## src/hdl/swti_map.vh

```
`ifndef SWTI_MAP_VH
`define SWTI_MAP_VH

// Packet classes
`define SWTI_CLS_POSTED 2'h0
`define SWTI_CLS_NONPOSTED 2'h1
`define SWTI_CLS_COMPLETION 2'h2
`define SWTI_CLS_INSERTED 2'h3

// Report codes
`define SWTI_REP_NONE 2'h0
`define SWTI_REP_COR 2'h1
`define SWTI_REP_NONFATAL 2'h2
`define SWTI_REP_FATAL 2'h3

// Reset values of the control bits and of the reporting fields, two bits per class
`define SWTI_TO_REPORT_RST 8'h82
`define SWTI_PAR_REPORT_RST 2'h2
`define SWTI_TO_CTRL_RST 1'h0
`define SWTI_PAR_DIS_RST 1'h0

// Header dword 0 fields
`define SWTI_HDR_FMT_HI 31
`define SWTI_HDR_TYPE_HI 28
`define SWTI_HDR_RO_BIT 13
`define SWTI_HDR_NS_BIT 12
`define SWTI_HDR_LEN_HI 9

// Fifo entry layout
`define SWTI_E_DATA_LO 0
`define SWTI_E_PAR 32
`define SWTI_E_SOP 33
`define SWTI_E_EOP 34
`define SWTI_E_CLS_LO 35
`define SWTI_E_BCAST 37
`define SWTI_E_CONS 38
`define SWTI_E_TS_LO 39
`define SWTI_ENTRY_W 56

// Timing
`define SWTI_CLK_MHZ 40
`define SWTI_AGE_TICK_US 1000
`define SWTI_AGE_LIMIT_S 64
`define SWTI_TICK_CYC (`SWTI_AGE_TICK_US * `SWTI_CLK_MHZ)
`define SWTI_AGE_LIMIT_TICKS (`SWTI_AGE_LIMIT_S * 1000000 / `SWTI_AGE_TICK_US)

`endif

```

## src/hdl/swti_fifo.v

```verilog
`timescale 1ns/10ps
module swti_fifo #(
  parameter W = 56,
  parameter D = 16,
  parameter AW = 4
) (
  // Clock and reset
  input wire clk,
  input wire srst,
  // Fill side
  input wire wr_valid,
  output wire wr_ready,
  input wire [W-1:0] wr_data,
  // Drain side
  output wire rd_valid,
  input wire rd_ready,
  output wire [W-1:0] rd_data
);
  reg [W-1:0] mem_reg [0:D-1];
  reg [AW-1:0] wptr_reg;
  reg [AW-1:0] rptr_reg;
  reg [AW:0] cnt_reg;
  reg full_reg;
  reg empty_reg;
  wire push;
  wire pop;
  reg [AW:0] cnt_next;

  assign wr_ready = !full_reg;
  assign rd_valid = !empty_reg;
  assign rd_data = mem_reg[rptr_reg];
  assign push = wr_valid && !full_reg;
  assign pop = rd_ready && !empty_reg;

  always @* begin
    cnt_next = cnt_reg;
    if (push && !pop)
      cnt_next = cnt_reg + 1'b1;
    else if (pop && !push)
      cnt_next = cnt_reg - 1'b1;
  end

  always @(posedge clk) begin
    if (push)
      mem_reg[wptr_reg] <= wr_data;
  end

  always @(posedge clk) begin
    if (srst) begin
      wptr_reg <= {AW{1'b0}};
      rptr_reg <= {AW{1'b0}};
      cnt_reg <= {(AW+1){1'b0}};
      full_reg <= 1'b0;
      empty_reg <= 1'b1;
    end else begin
      if (push)
        wptr_reg <= (wptr_reg == D - 1) ? {AW{1'b0}} : wptr_reg + 1'b1;
      if (pop)
        rptr_reg <= (rptr_reg == D - 1) ? {AW{1'b0}} : rptr_reg + 1'b1;
      cnt_reg <= cnt_next;
      full_reg <= (cnt_next == D);
      empty_reg <= (cnt_next == {(AW+1){1'b0}});
    end
  end
endmodule // swti_fifo

```

## src/hdl/swti_port_integrity.v

```verilog
// Overview of operation
// RQ1 - Drop any class packet reaching queue head when older than 64 seconds.
// RQ2 - Age discard on after reset; setting the control bit turns it off.
// RQ3 - Each time-out discard sets the status flag of its class.
// RQ4 - Each discard bumps a saturating class counter; reading clears it.
// RQ5 - Per-class report code, gated by system-error and severity enables.
// RQ6 - Time-out message only on flag rising; none again until cleared.
// RQ7 - After reset posted and inserted report non-fatal; others silent.
// RQ8 - Broadcast packet timing out mid-transfer is abandoned partway.
// RQ9 - Even parity computed over each received 32-bit dword.
// RQ10 - Content changes adjust parity incrementally, never regenerate it.
// RQ11 - Egress checks parity alongside outgoing link CRC generation.
// RQ12 - Egress parity error nullifies: inverted link CRC and EDB ending.
// RQ13 - Parity error sets status flag, bumps saturating read-clear counter.
// RQ14 - Packet memories hold even parity per dword, carried with data.
// RQ15 - Parity report code; message only on flag rising, once until cleared.
// RQ16 - Checking-disable bit stops checks; generation always stays on.
// RQ17 - Test bit plus matching header length inverts parity of every dword.
// RQ18 - After reset parity checking is on and reports non-fatal.
// RQ19 - Created packets get parity; consumed packets checked and dropped on error.
// RQ20 - Force relaxed-ordering overwrites the attribute with programmed value.
// RQ21 - Relaxed-ordering rewrite skips config, I/O, messages; memory writes rewritten.
// RQ22 - Force no-snoop overwrites the attribute with programmed value.
// RQ23 - No-snoop rewrite skips config, I/O, messages; memory writes rewritten.
// RQ24 - Each queued packet carries an arrival timestamp for the age check.
`timescale 1ns/10ps
`include "swti_map.vh"
module swti_port_integrity #(
  parameter TICK_CYC = `SWTI_TICK_CYC,
  parameter AGE_LIMIT_TICKS = `SWTI_AGE_LIMIT_TICKS,
  parameter TS_W = 17,
  parameter CNT_W = 8,
  parameter DEPTH = 16,
  parameter DEPTH_AW = 4
) (
  // Clock and reset
  input wire clk,
  input wire srst,
  // Received packet stream from the data link layer
  input wire in_valid,
  output wire in_ready,
  input wire [31:0] in_data,
  input wire in_sop,
  input wire in_eop,
  input wire [1:0] in_class,
  input wire in_bcast,
  input wire in_consume,
  // Egress packet stream toward the link
  output wire out_valid,
  input wire out_ready,
  output wire [31:0] out_data,
  output wire out_par,
  output wire out_sop,
  output wire out_eop,
  output wire out_lcrc_invert,
  output wire out_edb,
  output wire out_consume,
  output wire out_discard,
  // Configuration load
  input wire cfg_wr,
  input wire cfg_timeout_control_bit,
  input wire [7:0] cfg_timeout_report,
  input wire cfg_parity_check_disable,
  input wire [1:0] cfg_parity_report,
  // Test and rewrite controls
  input wire force_bad_parity,
  input wire [9:0] bad_parity_length,
  input wire force_relaxed_ordering,
  input wire relaxed_ordering_value,
  input wire force_no_snoop,
  input wire no_snoop_value,
  // Error reporting enables
  input wire system_error_enable,
  input wire correctable_report_enable,
  input wire nonfatal_report_enable,
  input wire fatal_report_enable,
  input wire unsupported_req_report_enable,
  // Status and counters
  output wire [3:0] timeout_status,
  input wire [3:0] timeout_status_clr,
  output wire [4*CNT_W-1:0] timeout_count,
  input wire [3:0] timeout_count_rd,
  output wire parity_error_flag,
  input wire parity_error_flag_clr,
  output wire [CNT_W-1:0] parity_error_counter,
  input wire parity_error_counter_rd,
  // Error message request
  output wire err_msg_valid,
  output wire [1:0] err_msg_type
);
  function rewrite_ok;
    input [7:0] fmt_type;
    begin
      // Config 0010x, I/O 00010, messages 10xxx are not rewritten
      rewrite_ok = !((fmt_type[4:1] == 4'h2) || (fmt_type[4:0] == 5'h02)
        || (fmt_type[4:3] == 2'h2));
    end
  endfunction

  function rep_gate;
    input [1:0] code;
    begin
      case (code)
        `SWTI_REP_COR: rep_gate = correctable_report_enable;
        `SWTI_REP_NONFATAL: rep_gate = nonfatal_report_enable || system_error_enable
          || unsupported_req_report_enable;
        `SWTI_REP_FATAL: rep_gate = fatal_report_enable || system_error_enable;
        default: rep_gate = 1'b0;
      endcase
    end
  endfunction

  // Configuration registers
  reg timeout_control_reg;
  reg [7:0] timeout_report_ctrl_reg;
  reg parity_control_reg;
  reg [1:0] parity_report_ctrl_reg;

  always @(posedge clk) begin
    if (srst) begin
      timeout_control_reg <= `SWTI_TO_CTRL_RST; // RQ2
      timeout_report_ctrl_reg <= `SWTI_TO_REPORT_RST; // RQ7
      parity_control_reg <= `SWTI_PAR_DIS_RST; // RQ18
      parity_report_ctrl_reg <= `SWTI_PAR_REPORT_RST; // RQ18
    end else if (cfg_wr) begin
      timeout_control_reg <= cfg_timeout_control_bit;
      timeout_report_ctrl_reg <= cfg_timeout_report;
      parity_control_reg <= cfg_parity_check_disable;
      parity_report_ctrl_reg <= cfg_parity_report;
    end
  end

  // Age time base
  reg [31:0] tick_cnt_reg;
  reg [TS_W-1:0] now_reg;

  always @(posedge clk) begin
    if (srst) begin
      tick_cnt_reg <= 32'h0;
      now_reg <= {TS_W{1'b0}};
    end else if (tick_cnt_reg == TICK_CYC - 1) begin
      tick_cnt_reg <= 32'h0;
      now_reg <= now_reg + 1'b1;
    end else begin
      tick_cnt_reg <= tick_cnt_reg + 1'b1;
    end
  end

  // Ingress parity generation and attribute rewrite
  reg bad_pkt_reg;
  reg cur_bad;
  reg gen_par;
  reg elig;
  reg [31:0] wr_dw;
  reg wr_par;
  wire fifo_wr_ready;
  wire accept;
  wire [`SWTI_ENTRY_W-1:0] wr_entry;

  assign accept = in_valid && fifo_wr_ready;

  always @* begin
    cur_bad = in_sop ? (force_bad_parity
      && (in_data[`SWTI_HDR_LEN_HI:0] == bad_parity_length)) : bad_pkt_reg; // RQ17
    gen_par = (^in_data) ^ cur_bad; // RQ9 RQ19
    elig = in_sop && rewrite_ok(in_data[`SWTI_HDR_FMT_HI:24]);
    wr_dw = in_data;
    if (elig && force_relaxed_ordering)
      wr_dw[`SWTI_HDR_RO_BIT] = relaxed_ordering_value; // RQ20 RQ21
    if (elig && force_no_snoop)
      wr_dw[`SWTI_HDR_NS_BIT] = no_snoop_value; // RQ22 RQ23
    wr_par = gen_par ^ (wr_dw[`SWTI_HDR_RO_BIT] ^ in_data[`SWTI_HDR_RO_BIT])
      ^ (wr_dw[`SWTI_HDR_NS_BIT] ^ in_data[`SWTI_HDR_NS_BIT]); // RQ10
  end

  always @(posedge clk) begin
    if (srst)
      bad_pkt_reg <= 1'b0;
    else if (accept && in_sop)
      bad_pkt_reg <= cur_bad && !in_eop; // RQ17
  end

  assign wr_entry = {now_reg, in_consume, in_bcast, in_class, in_eop, in_sop,
    wr_par, wr_dw}; // RQ14 RQ24

  // Packet queue
  wire fifo_rd_valid;
  wire fifo_rd_ready;
  wire [`SWTI_ENTRY_W-1:0] rd_entry;

  swti_fifo #(
    .W(`SWTI_ENTRY_W),
    .D(DEPTH),
    .AW(DEPTH_AW)
  ) u_ingress_packet_buffer (
    .clk(clk),
    .srst(srst),
    .wr_valid(in_valid),
    .wr_ready(fifo_wr_ready),
    .wr_data(wr_entry),
    .rd_valid(fifo_rd_valid),
    .rd_ready(fifo_rd_ready),
    .rd_data(rd_entry)
  );

  assign in_ready = fifo_wr_ready;

  // Queue head decode
  wire [31:0] h_data = rd_entry[31:`SWTI_E_DATA_LO];
  wire h_par = rd_entry[`SWTI_E_PAR];
  wire h_sop = rd_entry[`SWTI_E_SOP];
  wire h_eop = rd_entry[`SWTI_E_EOP];
  wire [1:0] h_cls = rd_entry[`SWTI_E_CLS_LO+1:`SWTI_E_CLS_LO];
  wire h_bcast = rd_entry[`SWTI_E_BCAST];
  wire h_cons = rd_entry[`SWTI_E_CONS];
  wire [TS_W-1:0] h_ts = rd_entry[`SWTI_E_TS_LO+TS_W-1:`SWTI_E_TS_LO];
  wire [TS_W-1:0] h_age = now_reg - h_ts;
  wire h_aged = h_age > AGE_LIMIT_TICKS[TS_W-1:0]; // RQ1 RQ24

  // Egress stage
  reg out_valid_reg;
  reg [31:0] out_data_reg;
  reg out_par_reg;
  reg out_sop_reg;
  reg out_eop_reg;
  reg out_lcrc_invert_reg;
  reg out_edb_reg;
  reg out_consume_reg;
  reg out_discard_reg;
  reg drop_reg;
  reg in_pkt_reg;
  reg err_acc_reg;

  wire can_load = !out_valid_reg || out_ready;
  wire take = fifo_rd_valid && can_load;
  wire word_err = (^h_data) ^ h_par; // RQ11
  wire pkt_err = (err_acc_reg || word_err) && !parity_control_reg; // RQ16
  wire age_hit = take && !drop_reg && !timeout_control_reg && h_aged
    && (h_sop || (h_bcast && in_pkt_reg)); // RQ1 RQ2 RQ8
  wire emit = take && !drop_reg && !age_hit;
  wire par_event = emit && h_eop && pkt_err; // RQ13
  wire [3:0] to_event = age_hit ? (4'h1 << h_cls) : 4'h0; // RQ3

  assign fifo_rd_ready = can_load;

  always @(posedge clk) begin
    if (srst) begin
      out_valid_reg <= 1'b0;
      out_data_reg <= 32'h0;
      out_par_reg <= 1'b0;
      out_sop_reg <= 1'b0;
      out_eop_reg <= 1'b0;
      out_lcrc_invert_reg <= 1'b0;
      out_edb_reg <= 1'b0;
      out_consume_reg <= 1'b0;
      out_discard_reg <= 1'b0;
      drop_reg <= 1'b0;
      in_pkt_reg <= 1'b0;
      err_acc_reg <= 1'b0;
    end else begin
      if (take && drop_reg) begin
        drop_reg <= !h_eop;
        if (can_load)
          out_valid_reg <= 1'b0;
      end else if (age_hit) begin
        drop_reg <= !h_eop;
        in_pkt_reg <= 1'b0;
        err_acc_reg <= 1'b0;
        out_valid_reg <= !h_sop;
        // Abandoned broadcast tail closes as a nullified packet, or with out_discard if consumed
        out_data_reg <= h_data; // RQ8
        out_par_reg <= h_par;
        out_sop_reg <= 1'b0;
        out_eop_reg <= 1'b1;
        out_lcrc_invert_reg <= !h_cons;
        out_edb_reg <= !h_cons;
        out_consume_reg <= h_cons;
        out_discard_reg <= h_cons;
      end else if (emit) begin
        out_valid_reg <= 1'b1;
        out_data_reg <= h_data;
        out_par_reg <= h_par; // RQ14
        out_sop_reg <= h_sop;
        out_eop_reg <= h_eop;
        out_consume_reg <= h_cons;
        out_lcrc_invert_reg <= h_eop && pkt_err && !h_cons; // RQ12
        out_edb_reg <= h_eop && pkt_err && !h_cons; // RQ12
        out_discard_reg <= h_eop && pkt_err && h_cons; // RQ19
        in_pkt_reg <= !h_eop;
        err_acc_reg <= h_eop ? 1'b0 : (err_acc_reg || word_err);
      end else if (can_load) begin
        out_valid_reg <= 1'b0;
      end
    end
  end

  assign out_valid = out_valid_reg;
  assign out_data = out_data_reg;
  assign out_par = out_par_reg;
  assign out_sop = out_sop_reg;
  assign out_eop = out_eop_reg;
  assign out_lcrc_invert = out_lcrc_invert_reg;
  assign out_edb = out_edb_reg;
  assign out_consume = out_consume_reg;
  assign out_discard = out_discard_reg;

  // Status flags, set wins over clear
  reg [3:0] timeout_status_reg;
  reg parity_status_reg;
  wire [3:0] to_rise = to_event & ~timeout_status_reg; // RQ6
  wire par_rise = par_event && !parity_status_reg; // RQ15

  always @(posedge clk) begin
    if (srst) begin
      timeout_status_reg <= 4'h0;
      parity_status_reg <= 1'b0;
    end else begin
      timeout_status_reg <= (timeout_status_reg & ~timeout_status_clr) | to_event; // RQ3
      parity_status_reg <= (parity_status_reg && !parity_error_flag_clr)
        || par_event; // RQ13
    end
  end

  assign timeout_status = timeout_status_reg;
  assign parity_error_flag = parity_status_reg;

  // Saturating read-clear counters
  genvar gi;
  generate
    for (gi = 0; gi < 4; gi = gi + 1) begin : g_to_cnt
      reg [CNT_W-1:0] cnt_reg;
      always @(posedge clk) begin
        if (srst)
          cnt_reg <= {CNT_W{1'b0}};
        else if (timeout_count_rd[gi])
          cnt_reg <= {{(CNT_W-1){1'b0}}, to_event[gi]}; // RQ4
        else if (to_event[gi] && !(&cnt_reg))
          cnt_reg <= cnt_reg + 1'b1; // RQ4
      end
      assign timeout_count[gi*CNT_W +: CNT_W] = cnt_reg;
    end
  endgenerate

  reg [CNT_W-1:0] parity_count_reg;

  always @(posedge clk) begin
    if (srst)
      parity_count_reg <= {CNT_W{1'b0}};
    else if (parity_error_counter_rd)
      parity_count_reg <= {{(CNT_W-1){1'b0}}, par_event}; // RQ13
    else if (par_event && !(&parity_count_reg))
      parity_count_reg <= parity_count_reg + 1'b1; // RQ13
  end

  assign parity_error_counter = parity_count_reg;

  // Error message queue, one message per rising flag whose report code passes its enables
  reg [4:0] pend_reg;
  reg [4:0] pend_set;
  reg [4:0] pend_take;
  reg [9:0] codes;
  reg [1:0] pick_code;
  reg found;
  reg err_msg_valid_reg;
  reg [1:0] err_msg_type_reg;
  integer k;

  always @* begin
    codes = {parity_report_ctrl_reg, timeout_report_ctrl_reg};
    pend_set = 5'h0;
    pend_take = 5'h0;
    pick_code = `SWTI_REP_NONE;
    found = 1'b0;
    for (k = 0; k < 5; k = k + 1) begin
      if ((k < 4 ? to_rise[k] : par_rise) && rep_gate(codes[2*k +: 2]))
        pend_set[k] = 1'b1; // RQ5 RQ6 RQ15
      if (pend_reg[k] && !found) begin
        found = 1'b1;
        pend_take[k] = 1'b1;
        pick_code = codes[2*k +: 2];
      end
    end
  end

  always @(posedge clk) begin
    if (srst) begin
      pend_reg <= 5'h0;
      err_msg_valid_reg <= 1'b0;
      err_msg_type_reg <= `SWTI_REP_NONE;
    end else begin
      pend_reg <= (pend_reg & ~pend_take) | pend_set;
      err_msg_valid_reg <= found;
      if (found)
        err_msg_type_reg <= pick_code; // RQ5
    end
  end

  assign err_msg_valid = err_msg_valid_reg;
  assign err_msg_type = err_msg_type_reg;
endmodule // swti_port_integrity

```

## config.mk

```make
export PLATFORM = sky130hd
export DESIGN_NAME = swti_port_integrity
export DESIGN_NICKNAME = d
export VERILOG_FILES = /design/src/hdl/swti_fifo.v /design/src/hdl/swti_port_integrity.v
export VERILOG_INCLUDE_DIRS = /design/src /design/src/hdl
export SDC_FILE = /design/constraint.sdc
export NUM_CORES = 1
export LEC_CHECK = 0
export BUFFER_PORTS_ARGS = -buffer_cell sky130_fd_sc_hd__buf_2
export CORE_ASPECT_RATIO = 0.75
export CORE_MARGIN = 10
export CORE_UTILIZATION = 49
export DETAILED_ROUTE_END_ITERATION = 10
export GPL_ROUTABILITY_DRIVEN = 0
export PLACE_DENSITY_LB_ADDON = 0.08
export SYNTH_ARGS = -nofsm -noshare
export SYNTH_HDL_FRONTEND = slang
export SYNTH_SLANG_ARGS = --single-unit
```

## constraint.sdc

```tcl
create_clock -name clk -period 18.3 [get_ports clk]
set_input_delay 2.745 -clock clk [delete_from_list [all_inputs] [get_ports clk]]
set_output_delay 2.745 -clock clk [all_outputs]
set_load 0.03 [all_outputs]
```

==> metrics.md <==
| Metric | Value |
|---|---|
| Insertion delay of the later-clocked pin in the worst-skew pair | a little under 700 ps |
| Number of nets in the final layout | 2816 |
| Post-Synthesis Net Count | 2603 |
| Clock period minus worst slack | 6590 ps |
| Power per unit of standard cell area | 134 mW/mm² |
| Post-Route Hold Slack | 453 ps |
| Total Neg Setup Slack | 0 ps |
| Final routed DRC violation total | 0 |
| Area of combinational cells with multiple inputs | 0.0123 mm² |
| EDFF count, synth | 896 |
| Part of the cycle the worst path needs | 0.360 |
| Gate Count Post-Synth | 2484 |
| I/O pin cnt | approximately 170 |
| Most repeated cell in the gate-level netlist after synthesis | sky130_fd_sc_hd__edfxtp_1 |
| Routed Wire Length | between 100000 and 150000 µm |
| TritonCTS buffer count | 103 |
| Worst vdd rail ir drop | 0.147 mV |
| Count of warnings emitted by yosys | 0 |
| Hold path startpoint | out_data[3] |
| Wirelength per Cell | 27.5 µm |
| Die H | 278 µm |
| Number of synthesized register bits | 1072 |
| Classification of the worst setup path | reg -> reg |
| Synth cell count leaders | sky130_fd_sc_hd__edfxtp_1, sky130_fd_sc_hd__mux4_2, sky130_fd_sc_hd__dfxtp_1 |
| Final slew viol count | 0 |
| Setup violations, final | 0 |
| 1st-pass router iterations | 5 |
| Horizontal die dimension | 364 µm |
| Post-DR vias/cell | 6.00 |
| Endpoint of the worst-slack reg-to-reg timing path | parity_error_counter[0] |
| Total routing resource utilization after global routing | 0.213 |
| Post-cts sizing count | 0 |
| Number of cell rows | 94 |
| Largest net degree at the start of global routing | 86 |
| Initial Util | 0.495 |
| Static leakage | 16.2 nW |
| H-tree level count | 3 |
| Port-buffer cells | around 170 |
| Number of flip-flops under the largest register name | 896 |
| Clock root cell | sky130_fd_sc_hd__clkbuf_16 |
| Post-synth ARST share | 0 |
| Hold path endpoint | out_data[3] |
| Normalized max-slew margin | 0.204 |
| Outcome | completed |
| Clock transition at path regs | 60 ps |
| Final hold vios | 0 |
| Transition at the pin with the smallest max-transition slack | ~1200 ps |
| Total die area | 0.101 mm² |
| Worst EP arrival | 7190 ps |
| Highest Clock Rate | 0.152 GHz |
| Number of maximum-capacitance violations | 0 |
| Number of buffers inserted by post-CTS setup repair | 0 |
| Via count of the first global-routing pass | 24.1k |
| Sequential fraction of the synthesis area | 0.701 |
| First-pass GRT wire length | 161000 µm |
| Setup repair after global routing missed its margin | false |
| Number of buffers inserted for hold repair after clock tree synthesis | 0 |
| TritonCTS sink count | 1072 |
| Average size of a mapped cell | 17.5 µm² |
| Number of library cell types mapped by synthesis | 75 |
| Area fraction of the dominant cell type after synthesis | 0.620 |
| Via count | 23.6k |
| Overflow after GRT | 0 |
| Deepest clock path buffer count | 3 |
| Antenna-violating nets left | 0 |
| Most area-consuming cells after synthesis | sky130_fd_sc_hd__edfxtp_1, sky130_fd_sc_hd__mux4_2, sky130_fd_sc_hd__dfxtp_1, sky130_fd_sc_hd__xnor2_1, sky130_fd_sc_hd__mux4_1 |
| Setup slack, reg-to-reg | between 10000 and 15000 ps |
| Clock tree from TritonCTS | yes |
| Area added between synthesis and finish | 12.8% |
| Area occupied by registers | 0.0304 mm² |
| Fraction of layout cells with a size suffix above 1 | 0.231 |
| Initial antenna violation count | 6 |
| Startpoint type of the worst setup path | register |
| Worst hold path cell count | 2 |
| CP Data Required Time | 18900 ps |
| Maximum fanout count along the critical path | 85 |
| Synth Cell Area | approximately 0.043 mm² |
| Kind of path behind the tightest hold check | reg -> reg |
| Most used flip-flop cell after synthesis | sky130_fd_sc_hd__edfxtp_1 |
| Area of the core | 0.0877 mm² |
| Fill cell total of the finished layout | between 6k and 7k |
| Cell taking the most area after synthesis | sky130_fd_sc_hd__edfxtp_1 |
| First DRT Iteration DRCs | about 2.6k |
| Logic depth of the worst register-to-register path | 14 |
| Final HPWL from detailed placement | 62000 µm |
| Worst setup EP type | register |
| Post-Route Skew | 31.6 ps |
## per-layer routing
| layer | wire length (µm) | track usage | vias to the layer above |
|---|---|---|---|
| met4 | 2390 | 0.0504 | 4 |
| met3 | 6560 | 0.0335 | 151 |
| met1 | 48000 | 0.309 | 12400 |
| met2 | 51300 | 0.338 | 787 |
| met5 | 27 | 0 | - |
| li1 | - | - | 10300 |
## final cells by class
class                   count  share of cell area
diodes                      1           0.0000511
repair buffers            217              0.0247
flip-flops and latches   1072               0.622
well taps                1152              0.0294
clock inverters            54              0.0111
clock buffers             138              0.0579
multi-input cells        1245               0.251
inverters                  58             0.00445
## worst max-delay path by stage
stage / slack (ps) / to / depth (start not counted) / from
finish: 11710 / parity_error_counter[0] / 14 / register
global route: 10990 / parity_error_counter[0] / 14 / register
CTS: 11490 / parity_error_counter[0] / 14 / register
detailed placement: 11480 / parity_error_counter[0] / 14 / register
global placement: 11570 / parity_error_counter[0] / 14 / register
floorplan: 10570 / u_ingress_packet_buffer.mem_reg[3][0] / 4 / in_valid
## where the power goes
group | switching, mW | internal [mW] | total, mW
clock network | 0.904 | 1.23 | 2.13
registers | 0.0718 | 2.75 | 2.82
logic | 0.932 | 0.660 | 1.59
## per-stage QoR
stage | instances | setup WS (ps) | util | power, mW | instance area (µm²)
finish | 3937 | 11710 | 0.558 | 6.54 | 49000
global route | 3937 | 10990 | 0.558 | 6.83 | 49000
CTS | 3936 | 11490 | 0.558 | 6.60 | 49000
detailed placement | 3744 | 11480 | 0.519 | 4.48 | 45600
global placement | 3744 | 11570 | 0.519 | 4.45 | 45600
floorplan | 2484 | 10570 | - | 4.04 | 43400
## worst max-delay path: stages (launching register included)
cell and delay [ps]:
sky130_fd_sc_hd__dfxtp_4 760, sky130_fd_sc_hd__buf_12 600, sky130_fd_sc_hd__buf_4 770, sky130_fd_sc_hd__buf_4 800
sky130_fd_sc_hd__mux4_2 590, sky130_fd_sc_hd__a22oi_1 190, sky130_fd_sc_hd__nand2_1 120, sky130_fd_sc_hd__xnor2_1 240
sky130_fd_sc_hd__xnor2_1 140, sky130_fd_sc_hd__xnor2_1 400, sky130_fd_sc_hd__xnor3_1 340, sky130_fd_sc_hd__xnor2_1 520
sky130_fd_sc_hd__a21o_1 460, sky130_fd_sc_hd__o311ai_0 220, sky130_fd_sc_hd__a21oi_1 220
## cell families (layout without fill, tap and decap cells)
family                   count (synthesis)  in the layout  share of synthesized area
XOR/XNOR                               146            146                     0.0303
flip-flops                            1072           1072                      0.701
adder cells (fa/ha/maj)                 34             34                    0.00997
other                                    0              1                          0
AO/OA/AOI/OAI                          259            259                     0.0393
multiplexers                           299            299                      0.144
buffers and inverters                  167            467                     0.0196
AND/OR/NAND/NOR                        507            507                     0.0558
## cells in the final DEF, fill, tap and decap left out, drive strengths merged, types with 5 or more instances in the layout
master / n
edfxtp: 896
mux4: 252
buf: 217
dfxtp: 176
nand2: 158
clkbuf: 138
nor2: 134
a21oi: 98
xnor2: 84
xor2: 60
inv: 60
nand3: 48
mux2i: 44
a22oi: 40
clkinv: 38
ha: 33
nor3: 33
and3: 28
o21ai: 26
or3: 19
a211oi: 18
nand2b: 15
nor4: 15
nand4: 13
nor2b: 13
o21a: 12
bufinv: 10
a21o: 8
and2: 6
o41ai: 6
or2: 5
o31ai: 5
o32a: 5
Power figures use the tool's default switching activity.
